[config.mk]
export PLATFORM = sky130hd
export DESIGN_NAME = lfw_receiver
export DESIGN_NICKNAME = d
export VERILOG_FILES = /design/src/lfw_pkg.sv /design/src/lfw_tmr_if.sv /design/src/lfw_capture_timer.sv /design/src/lfw_receiver.sv
export SDC_FILE = /design/constraint.sdc
export NUM_CORES = 1
export LEC_CHECK = 0
export ABC_AREA = 1
export CAP_MARGIN = 20
export CORE_UTILIZATION = 30
export CTS_CLUSTER_SIZE = 25
export DETAILED_ROUTE_END_ITERATION = 10
export DONT_BUFFER_PORTS = 1
export PLACE_DENSITY_LB_ADDON = 0.12
export SLEW_MARGIN = 20
export SYNTH_ARGS = -nofsm -noshare
export SYNTH_HDL_FRONTEND = slang
export SYNTH_HIERARCHICAL = 1
export SYNTH_SLANG_ARGS = --single-unit
export TNS_END_PERCENT = 20
[constraint.sdc]
create_clock -name pclk -period 1.8 [get_ports pclk]
set_clock_uncertainty 0.2 [all_clocks]
set_input_delay 0.36 -clock pclk [delete_from_list [all_inputs] [get_ports pclk]]
set_output_delay 0.36 -clock pclk [all_outputs]
set_load 0.1 [all_outputs]
[src/lfw_pkg.sv]
// lfw_pkg: constants shared by the lf wake-up receiver and its capture timer.
// assumes a 100 MHz pclk and a 32-bit apb register bus.
package lfw_pkg;

	// register byte offsets
	localparam logic [7:0] OFS_CONFIG  = 8'h00;
	localparam logic [7:0] OFS_CONTROL = 8'h04;
	localparam logic [7:0] OFS_STATUS  = 8'h08;
	localparam logic [7:0] OFS_MASK    = 8'h0c;
	localparam logic [7:0] OFS_STATE   = 8'h10;
	localparam logic [7:0] OFS_CAPTURE = 8'h14;

	// rx_config_reg fields
	localparam int CFG_EN_BIT    = 0;
	localparam int CFG_MODE_LO   = 1;
	localparam int CFG_BURST_BIT = 3;
	// rx_control_reg fields
	localparam int CTL_RESET_BIT = 0;
	localparam int CTL_T3EN_BIT  = 1;
	// status and mask fields
	localparam int EV_WAKE_BIT   = 0;
	localparam int EV_CAP_BIT    = 1;
	localparam int EV_COUNT      = 2;

	localparam logic [1:0] MODE_START_GAP   = 2'h0;
	localparam logic [1:0] MODE_TRANSPARENT = 2'h3;

	localparam logic [3:0] CONFIG_RESET = 4'h0;
	localparam logic       T3EN_RESET   = 1'h0;
	localparam logic [1:0] MASK_RESET   = 2'h0;

	// timing
	localparam int CLK_PERIOD_NS = 10;
	localparam int GAP_MAX_NS    = 2_030_000;
	localparam int GAP_MAX_CYC   = GAP_MAX_NS / CLK_PERIOD_NS;
	localparam int GAP_CNT_W     = 20;
	localparam int TMR_W         = 16;

	typedef enum logic [1:0] {
		ST_LISTEN,
		ST_WAIT_SYNC,
		ST_MAN_RX,
		ST_TRANSP
	} lfw_state_t;

endpackage

[src/lfw_tmr_if.sv]
// lfw_tmr_if: link between the receiver and its capture timer.
// assumes both ends run on pclk.
`timescale 1ns/1ps
`default_nettype none
interface lfw_tmr_if #(parameter int W = 16);
	logic         envelope_out;
	logic         tmr3_enable;
	logic         transp_active;
	logic         cap_pulse;
	logic [W-1:0] cap_val;

	modport rx  (output envelope_out, output tmr3_enable, output transp_active,
	             input cap_pulse, input cap_val);
	modport tmr (input envelope_out, input tmr3_enable, input transp_active,
	             output cap_pulse, output cap_val);
endinterface
`default_nettype wire
[src/lfw_capture_timer.sv]
// lfw_capture_timer: enabled count latched on each envelope edge in transparent mode.
// assumes the envelope arrives registered on pclk through the link.
`timescale 1ns/1ps
`default_nettype none
module lfw_capture_timer
	import lfw_pkg::*;
#(
	parameter int W = TMR_W
)(
	// clock and reset
	input  wire logic pclk,
	input  wire logic presetn,
	// receiver side
	lfw_tmr_if.tmr    lk
);
	if (W < 2 || W > 32)
	begin : g_chk
		$error("lfw_capture_timer: W out of range");
	end

	logic [W-1:0] count_reg, count_next;
	logic [W-1:0] cap_reg, cap_next;
	logic         pulse_reg, pulse_next;
	logic         env_prev_reg, env_prev_next;

	always_comb
	begin
		count_next    = count_reg;
		cap_next      = cap_reg;
		pulse_next    = 1'b0;
		env_prev_next = lk.envelope_out;
		// counter only runs while software keeps the timer enabled
		if (lk.tmr3_enable)
		begin
			count_next = count_reg + 1'b1;
			if (lk.transp_active && (lk.envelope_out != env_prev_reg))
			begin
				cap_next   = count_reg;
				pulse_next = 1'b1;
			end
		end
	end

	always_ff @(posedge pclk or negedge presetn)
	begin
		if (!presetn)
		begin
			count_reg    <= '0;
			cap_reg      <= '0;
			pulse_reg    <= 1'b0;
			env_prev_reg <= 1'b0;
		end
		else
		begin
			count_reg    <= count_next;
			cap_reg      <= cap_next;
			pulse_reg    <= pulse_next;
			env_prev_reg <= env_prev_next;
		end
	end

	assign lk.cap_pulse = pulse_reg;
	assign lk.cap_val   = cap_reg;
endmodule
`default_nettype wire

[src/lfw_receiver.sv]
// lfw_receiver: lf wake-up receiver control with transparent mode,
// apb registers and the capture timer that timestamps the envelope edges.
// assumes front-end inputs are synchronous to pclk; preamble and sync are pulses.
//
// Local design decisions: register access over APB and the register offsets.
`timescale 1ns/1ps
`default_nettype none
module lfw_receiver
	import lfw_pkg::*;
#(
	parameter int GAP_CYCLES = GAP_MAX_CYC
)(
	// clock and reset
	input  wire logic        pclk,
	input  wire logic        presetn,
	// apb slave
	input  wire logic        psel,
	input  wire logic        penable,
	input  wire logic        pwrite,
	input  wire logic [7:0]  paddr,
	input  wire logic [31:0] pwdata,
	output logic      [31:0] prdata,
	output logic             pready,
	output logic             pslverr,
	// analog front end
	input  wire logic        fe_preamble,
	input  wire logic        fe_sync_ok,
	input  wire logic        fe_env,
	output logic             rx_listen,
	output logic             slow_rc_osc,
	output logic             envelope_out,
	// interrupts
	output logic             wake_irq,
	output logic             tmr3_capture_irq,
	output logic             irq
);
	if (GAP_CYCLES < 1 || GAP_CYCLES >= (1 << GAP_CNT_W))
	begin : g_chk
		$error("lfw_receiver: GAP_CYCLES out of range");
	end
	localparam logic [GAP_CNT_W-1:0] GAP_LIMIT = GAP_CNT_W'(GAP_CYCLES);

	lfw_tmr_if #(.W(TMR_W)) lk ();

	lfw_capture_timer #(.W(TMR_W)) u_tmr (
		.pclk    (pclk),
		.presetn (presetn),
		.lk      (lk)
	);

	// register state
	logic [3:0]          cfg_reg, cfg_next;
	logic                t3en_reg, t3en_next;
	logic [EV_COUNT-1:0] stat_reg, stat_next;
	logic [EV_COUNT-1:0] mask_reg, mask_next;
	logic [31:0]         prdata_reg, prdata_next;
	logic                pready_reg, pready_next;
	logic                pslverr_reg, pslverr_next;
	logic                front_reset;

	// receiver state
	lfw_state_t             st_reg, st_next;
	logic [GAP_CNT_W-1:0]   gap_reg, gap_next;
	logic                   env_reg, env_next;
	logic                   envout_reg, envout_next;
	logic                   src_reg, src_next;
	logic                   listen_reg, listen_next;
	logic                   wirq_reg, wirq_next;
	logic                   cirq_reg, cirq_next;
	logic                   irq_reg, irq_next;
	logic                   wake_ev;

	logic       enable;
	logic [1:0] mode;
	logic       wr_access;
	assign enable    = cfg_reg[CFG_EN_BIT];
	assign mode      = cfg_reg[CFG_MODE_LO +: 2];
	assign wr_access = psel && penable && pwrite && pready_reg;

	// apb: answer one cycle into the access phase
	always_comb
	begin
		cfg_next     = cfg_reg;
		t3en_next    = t3en_reg;
		mask_next    = mask_reg;
		prdata_next  = 32'h0;
		pready_next  = 1'b0;
		pslverr_next = 1'b0;
		front_reset  = 1'b0;
		if (psel && penable && !pready_reg)
		begin
			pready_next = 1'b1;
			if (paddr == OFS_CONFIG)
				prdata_next = {28'h0, cfg_reg};
			else if (paddr == OFS_CONTROL)
				prdata_next = {30'h0, t3en_reg, 1'b0};
			else if (paddr == OFS_STATUS)
				prdata_next = {30'h0, stat_reg};
			else if (paddr == OFS_MASK)
				prdata_next = {30'h0, mask_reg};
			else if (paddr == OFS_STATE)
				prdata_next = {27'h0, envout_reg, src_reg, listen_reg, st_reg};
			else if (paddr == OFS_CAPTURE)
				prdata_next = {16'h0, lk.cap_val};
			else
				pslverr_next = 1'b1;
			// writes answer with zero read data
			if (pwrite)
				prdata_next = 32'h0;
		end
		// write lands on the edge that completes the transfer, not earlier
		if (wr_access)
		begin
			if (paddr == OFS_CONFIG)
				cfg_next = pwdata[3:0];
			else if (paddr == OFS_CONTROL)
			begin
				front_reset = pwdata[CTL_RESET_BIT];
				t3en_next   = pwdata[CTL_T3EN_BIT];
			end
			else if (paddr == OFS_MASK)
				mask_next = pwdata[EV_COUNT-1:0];
		end
	end

	// sticky events: a set in the clearing cycle wins
	always_comb
	begin
		stat_next = stat_reg;
		if (wr_access && paddr == OFS_STATUS)
			stat_next = stat_reg & ~pwdata[EV_COUNT-1:0];
		if (wake_ev)
			stat_next[EV_WAKE_BIT] = 1'b1;
		if (lk.cap_pulse)
			stat_next[EV_CAP_BIT] = 1'b1;
		wirq_next = stat_next[EV_WAKE_BIT] && mask_next[EV_WAKE_BIT];
		cirq_next = stat_next[EV_CAP_BIT] && mask_next[EV_CAP_BIT];
		irq_next  = wirq_next || cirq_next;
	end

	// receiver state machine
	always_comb
	begin
		st_next  = st_reg;
		gap_next = gap_reg;
		env_next = fe_env;
		wake_ev  = 1'b0;
		case (st_reg)
			ST_LISTEN:
			begin
				gap_next = '0;
				if (enable && fe_preamble)
				begin
					// burst select plays no part here
					if (mode == MODE_TRANSPARENT)
						st_next = ST_TRANSP;
					else
						st_next = ST_WAIT_SYNC;
				end
			end
			ST_WAIT_SYNC:
			begin
				gap_next = gap_reg + 1'b1;
				if (mode == MODE_TRANSPARENT)
					st_next = ST_TRANSP;
				else if (fe_sync_ok)
				begin
					st_next  = ST_MAN_RX;
					gap_next = '0;
					wake_ev  = 1'b1;
				end
				else if (gap_reg >= GAP_LIMIT)
					st_next = ST_LISTEN;
			end
			ST_MAN_RX:
			begin
				gap_next = (fe_env != env_reg) ? '0 : gap_reg + 1'b1;
				// software may switch to transparent from the wake handler
				if (mode == MODE_TRANSPARENT)
					st_next = ST_TRANSP;
				else if (gap_reg >= GAP_LIMIT)
					st_next = ST_LISTEN;
			end
			ST_TRANSP:
			begin
				// no automatic exit: software ends the frame
				gap_next = '0;
			end
			default:
				st_next = ST_LISTEN;
		endcase
		if (!enable && st_reg != ST_LISTEN)
			st_next = ST_LISTEN;
		if (front_reset)
			st_next = ST_LISTEN;
	end

	// outputs follow the next state so they change with it
	always_comb
	begin
		listen_next = (st_next == ST_LISTEN);
		src_next    = (st_next != ST_LISTEN);
		// raw envelope, no decoding, so any code or rate passes
		envout_next = (st_next == ST_TRANSP) && fe_env;
	end

	always_ff @(posedge pclk or negedge presetn)
	begin
		if (!presetn)
		begin
			cfg_reg     <= CONFIG_RESET;
			t3en_reg    <= T3EN_RESET;
			mask_reg    <= MASK_RESET;
			stat_reg    <= '0;
			prdata_reg  <= 32'h0;
			pready_reg  <= 1'b0;
			pslverr_reg <= 1'b0;
			st_reg      <= ST_LISTEN;
			gap_reg     <= '0;
			env_reg     <= 1'b0;
			envout_reg  <= 1'b0;
			src_reg     <= 1'b0;
			listen_reg  <= 1'b1;
			wirq_reg    <= 1'b0;
			cirq_reg    <= 1'b0;
			irq_reg     <= 1'b0;
		end
		else
		begin
			cfg_reg     <= cfg_next;
			t3en_reg    <= t3en_next;
			mask_reg    <= mask_next;
			stat_reg    <= stat_next;
			prdata_reg  <= prdata_next;
			pready_reg  <= pready_next;
			pslverr_reg <= pslverr_next;
			st_reg      <= st_next;
			gap_reg     <= gap_next;
			env_reg     <= env_next;
			envout_reg  <= envout_next;
			src_reg     <= src_next;
			listen_reg  <= listen_next;
			wirq_reg    <= wirq_next;
			cirq_reg    <= cirq_next;
			irq_reg     <= irq_next;
		end
	end

	// timer link
	assign lk.envelope_out  = envout_reg;
	assign lk.tmr3_enable   = t3en_reg;
	assign lk.transp_active = (st_reg == ST_TRANSP);

	assign prdata           = prdata_reg;
	assign pready           = pready_reg;
	assign pslverr          = pslverr_reg;
	assign rx_listen        = listen_reg;
	assign slow_rc_osc      = src_reg;
	assign envelope_out     = envout_reg;
	assign wake_irq         = wirq_reg;
	assign tmr3_capture_irq = cirq_reg;
	assign irq              = irq_reg;
endmodule
`default_nettype wire

==> reports/summary.txt <==
die width: 124.1 µm
Num CTS Buffers: 9
Syn-to-layout area delta: 17.41%
share of post-route cells with drive strength above 1: 0.2083
Worst setup SP type: flip-flop
Non-Filler Instances: 741
first-pass GRT wire length: 15150 µm
# rows: 44
largest net degree at the start of global routing: 91
Routed Antenna Nets: 0
initial antenna violation count: 0
final hold violations: 90
antenna cell count: 0
Crit path arrival time: 1150 ps
fill cell count: 1524
Routed WL per cell: 12.55 µm
Distinct cells, synth: 43
max reg flops: 20
Worst setup EP type: primary output
Worst Path Buf+Inv: 1
post-synthesis sequential area ratio: 0.5042
root buffer cell: clkbuf_16
Post-synth EDFFs: 0
dpl cells: 719
Largest stage delay, worst path: 520 ps
Top delay family on crit path: flip-flops
Total GRT Usage: 0.1305
Placer Congestion: 0.8041
vias in the first global route: 3080
Setup TNS Final: 0 ps
RSZ-0062 raised after global routing: true
Setup Crit Path Kind: flip-flop to primary output
setup violators final: 0
f_max: 584.1 MHz
slowest library cell on the worst path: dfstp_2
top cells by count, synth: nand2_1, dfrtp_1, inv_1, nor2_1, o21ai_0
minimum clock period: 1712 ps
FF+latch count, synth: 90
DRC violations left: 0
Port-buffer cells: 0
hold slack: -496.7 ps
FFs w/ async S/R, synth: 1.000
violated checks: hold timing
Detailed Route WL: 9298 µm
Cell Area, Synth: 0.004469 mm²
Max-cap violations: 0
clk slew on worst S/H paths: 70 ps
Die Y: 124.1 µm
CTS tree: built
Leakage Power: 0.002576 µW
top cell type by total area after synthesis: dfrtp_1
vias: 3270
H-tree Lvls: 3
Hold WC Path Type: input pin to async pin
vias per cell: 4.413
die area: 0.01539 mm²
Overflow after GRT: 0
dpl hpwl: 6641 µm
period utilization: 0.9512
maximum fanout along the worst path: 2
critical path required time: 1240 ps
cell count after synthesis: 513
YS warnings: 6
status: finished with violations
1st-iter DRT viols: 177
IO Pins: 88
power density cells: 826.2 mW/mm²
worst path cell trace: buf_4
Multi-input gate area: 0.001822 mm²
area fraction of the dominant cell type after synthesis: 0.4983
Starting Density: 0.3075
Sinks on Clock Net: 90
Core ar.: 0.01453 mm²
TritonRoute pass-1 iters: 4
Max Transition Viols Final: 0
ys flop type: dfrtp_1
clock insertion delay at the later pin of the skew report: 340 ps
Max VDD drop: 408.2 µV
synth top area cells: dfrtp_1, nand2_1, inv_1, nor2_1, buf_4
hold_buf cts: 5
most numerous cell in the Yosys netlist: nand2_1
mean post-synth cell area: 8.712 µm²
register area: 0.002255 mm²
final-stage net count: 603
Clock Path Buffers: 2
[per-stage QoR]
| step | power (µW) | setup WS (ps) | util | hold WS [ps] | cell area (µm²) |
|---|---|---|---|---|---|
| 2_1_floorplan | 2306 | -48.62 | - | -135.6 | 4527 |
| 3_3_place_gp | 2293 | 71.08 | 0.3334 | -133.8 | 4846 |
| 3_5_place_dp | 2294 | 41.38 | 0.3334 | -133.3 | 4846 |
| 4_1_cts | 4406 | 16.95 | 0.3592 | -514.3 | 5220 |
| 5_1_grt | 4500 | -28.53 | 0.3611 | -516.2 | 5248 |
| 6_report | 4336 | 87.91 | 0.3611 | -496.7 | 5248 |
[where the power goes]
group,internal (µW),leakage [µW],switching (µW)
combinational,25.9,0.00118,204
sequential,2030,0.00124,6.62
clock,1230,0.000157,840
total,3280,0.00258,1050
[timing repair]
action,4_1_cts,5_1_grt
setup buffers,0,1
hold endpoints to repair,95,90
setup endpoints to repair,0,18
gates resized for setup,0,8
[per-layer routing]
layer	vias to the layer above	routed length (µm)	global-route usage
met3	21	368	0.02198
li1	1659	-	-
met1	1511	4380	0.1698
met5	-	0	0
met4	0	271	0.07292
met2	79	4278	0.2048
[final cells by class]
type / instances / share of cell area
clock inverters: 7 / 0.01884
inverters: 84 / 0.06032
flip-flops and latches: 90 / 0.4297
multi-input cells: 332 / 0.3472
clock buffers: 9 / 0.04292
repair buffers: 35 / 0.05722
well taps: 184 / 0.04387
[kinds of logic after synthesis]
logic type      after synthesis  synth area share
compound gates               60           0.07783
xor+xnor                     11           0.02156
fa+ha+maj                     3          0.008400
buf+inv                     106            0.1053
flops                        90            0.5042
mux                           2          0.005039
other cells                   1         0.0008391
simple gates                240            0.2769
[path summary, 6_finish.rpt]
kind	depth (start not counted)	start	slack [ps]	endpoint
worst max-delay path	1	rx_listen	90	rx_listen
worst min-delay path	0	presetn	-500	prdata[3]
worst max register to register	8	gap_reg[4]	140	gap_reg[19]
worst min register to register	1	u_tmr/lk.cap_pulse	280	stat_reg[1]
max in group asynchronous	0	presetn	1730	rx_listen
min in group pclk	3	paddr[2]	70	pslverr
[layout by cell type (no fill, tap or decap), types with 3 or more instances in the layout]
cell           instances
a21oi_1               16
buf_4                 28
clkbuf_16              9
conb_1                16
dfrtp_1               88
dlygate4sd3_1          5
inv_1                 69
inv_2                 14
inv_6                  3
nand2_1              109
nand2_2                6
nand3_1               20
nand3_2                6
nand3_4                4
nand4_1               10
nor2_1                41
nor2_2                17
nor2_4                 6
nor3_1                 9
o21ai_0               21
o21ai_1                9
o21ai_2                3
xor2_1                 9
Note: power is estimated with default switching activity, not from simulation.
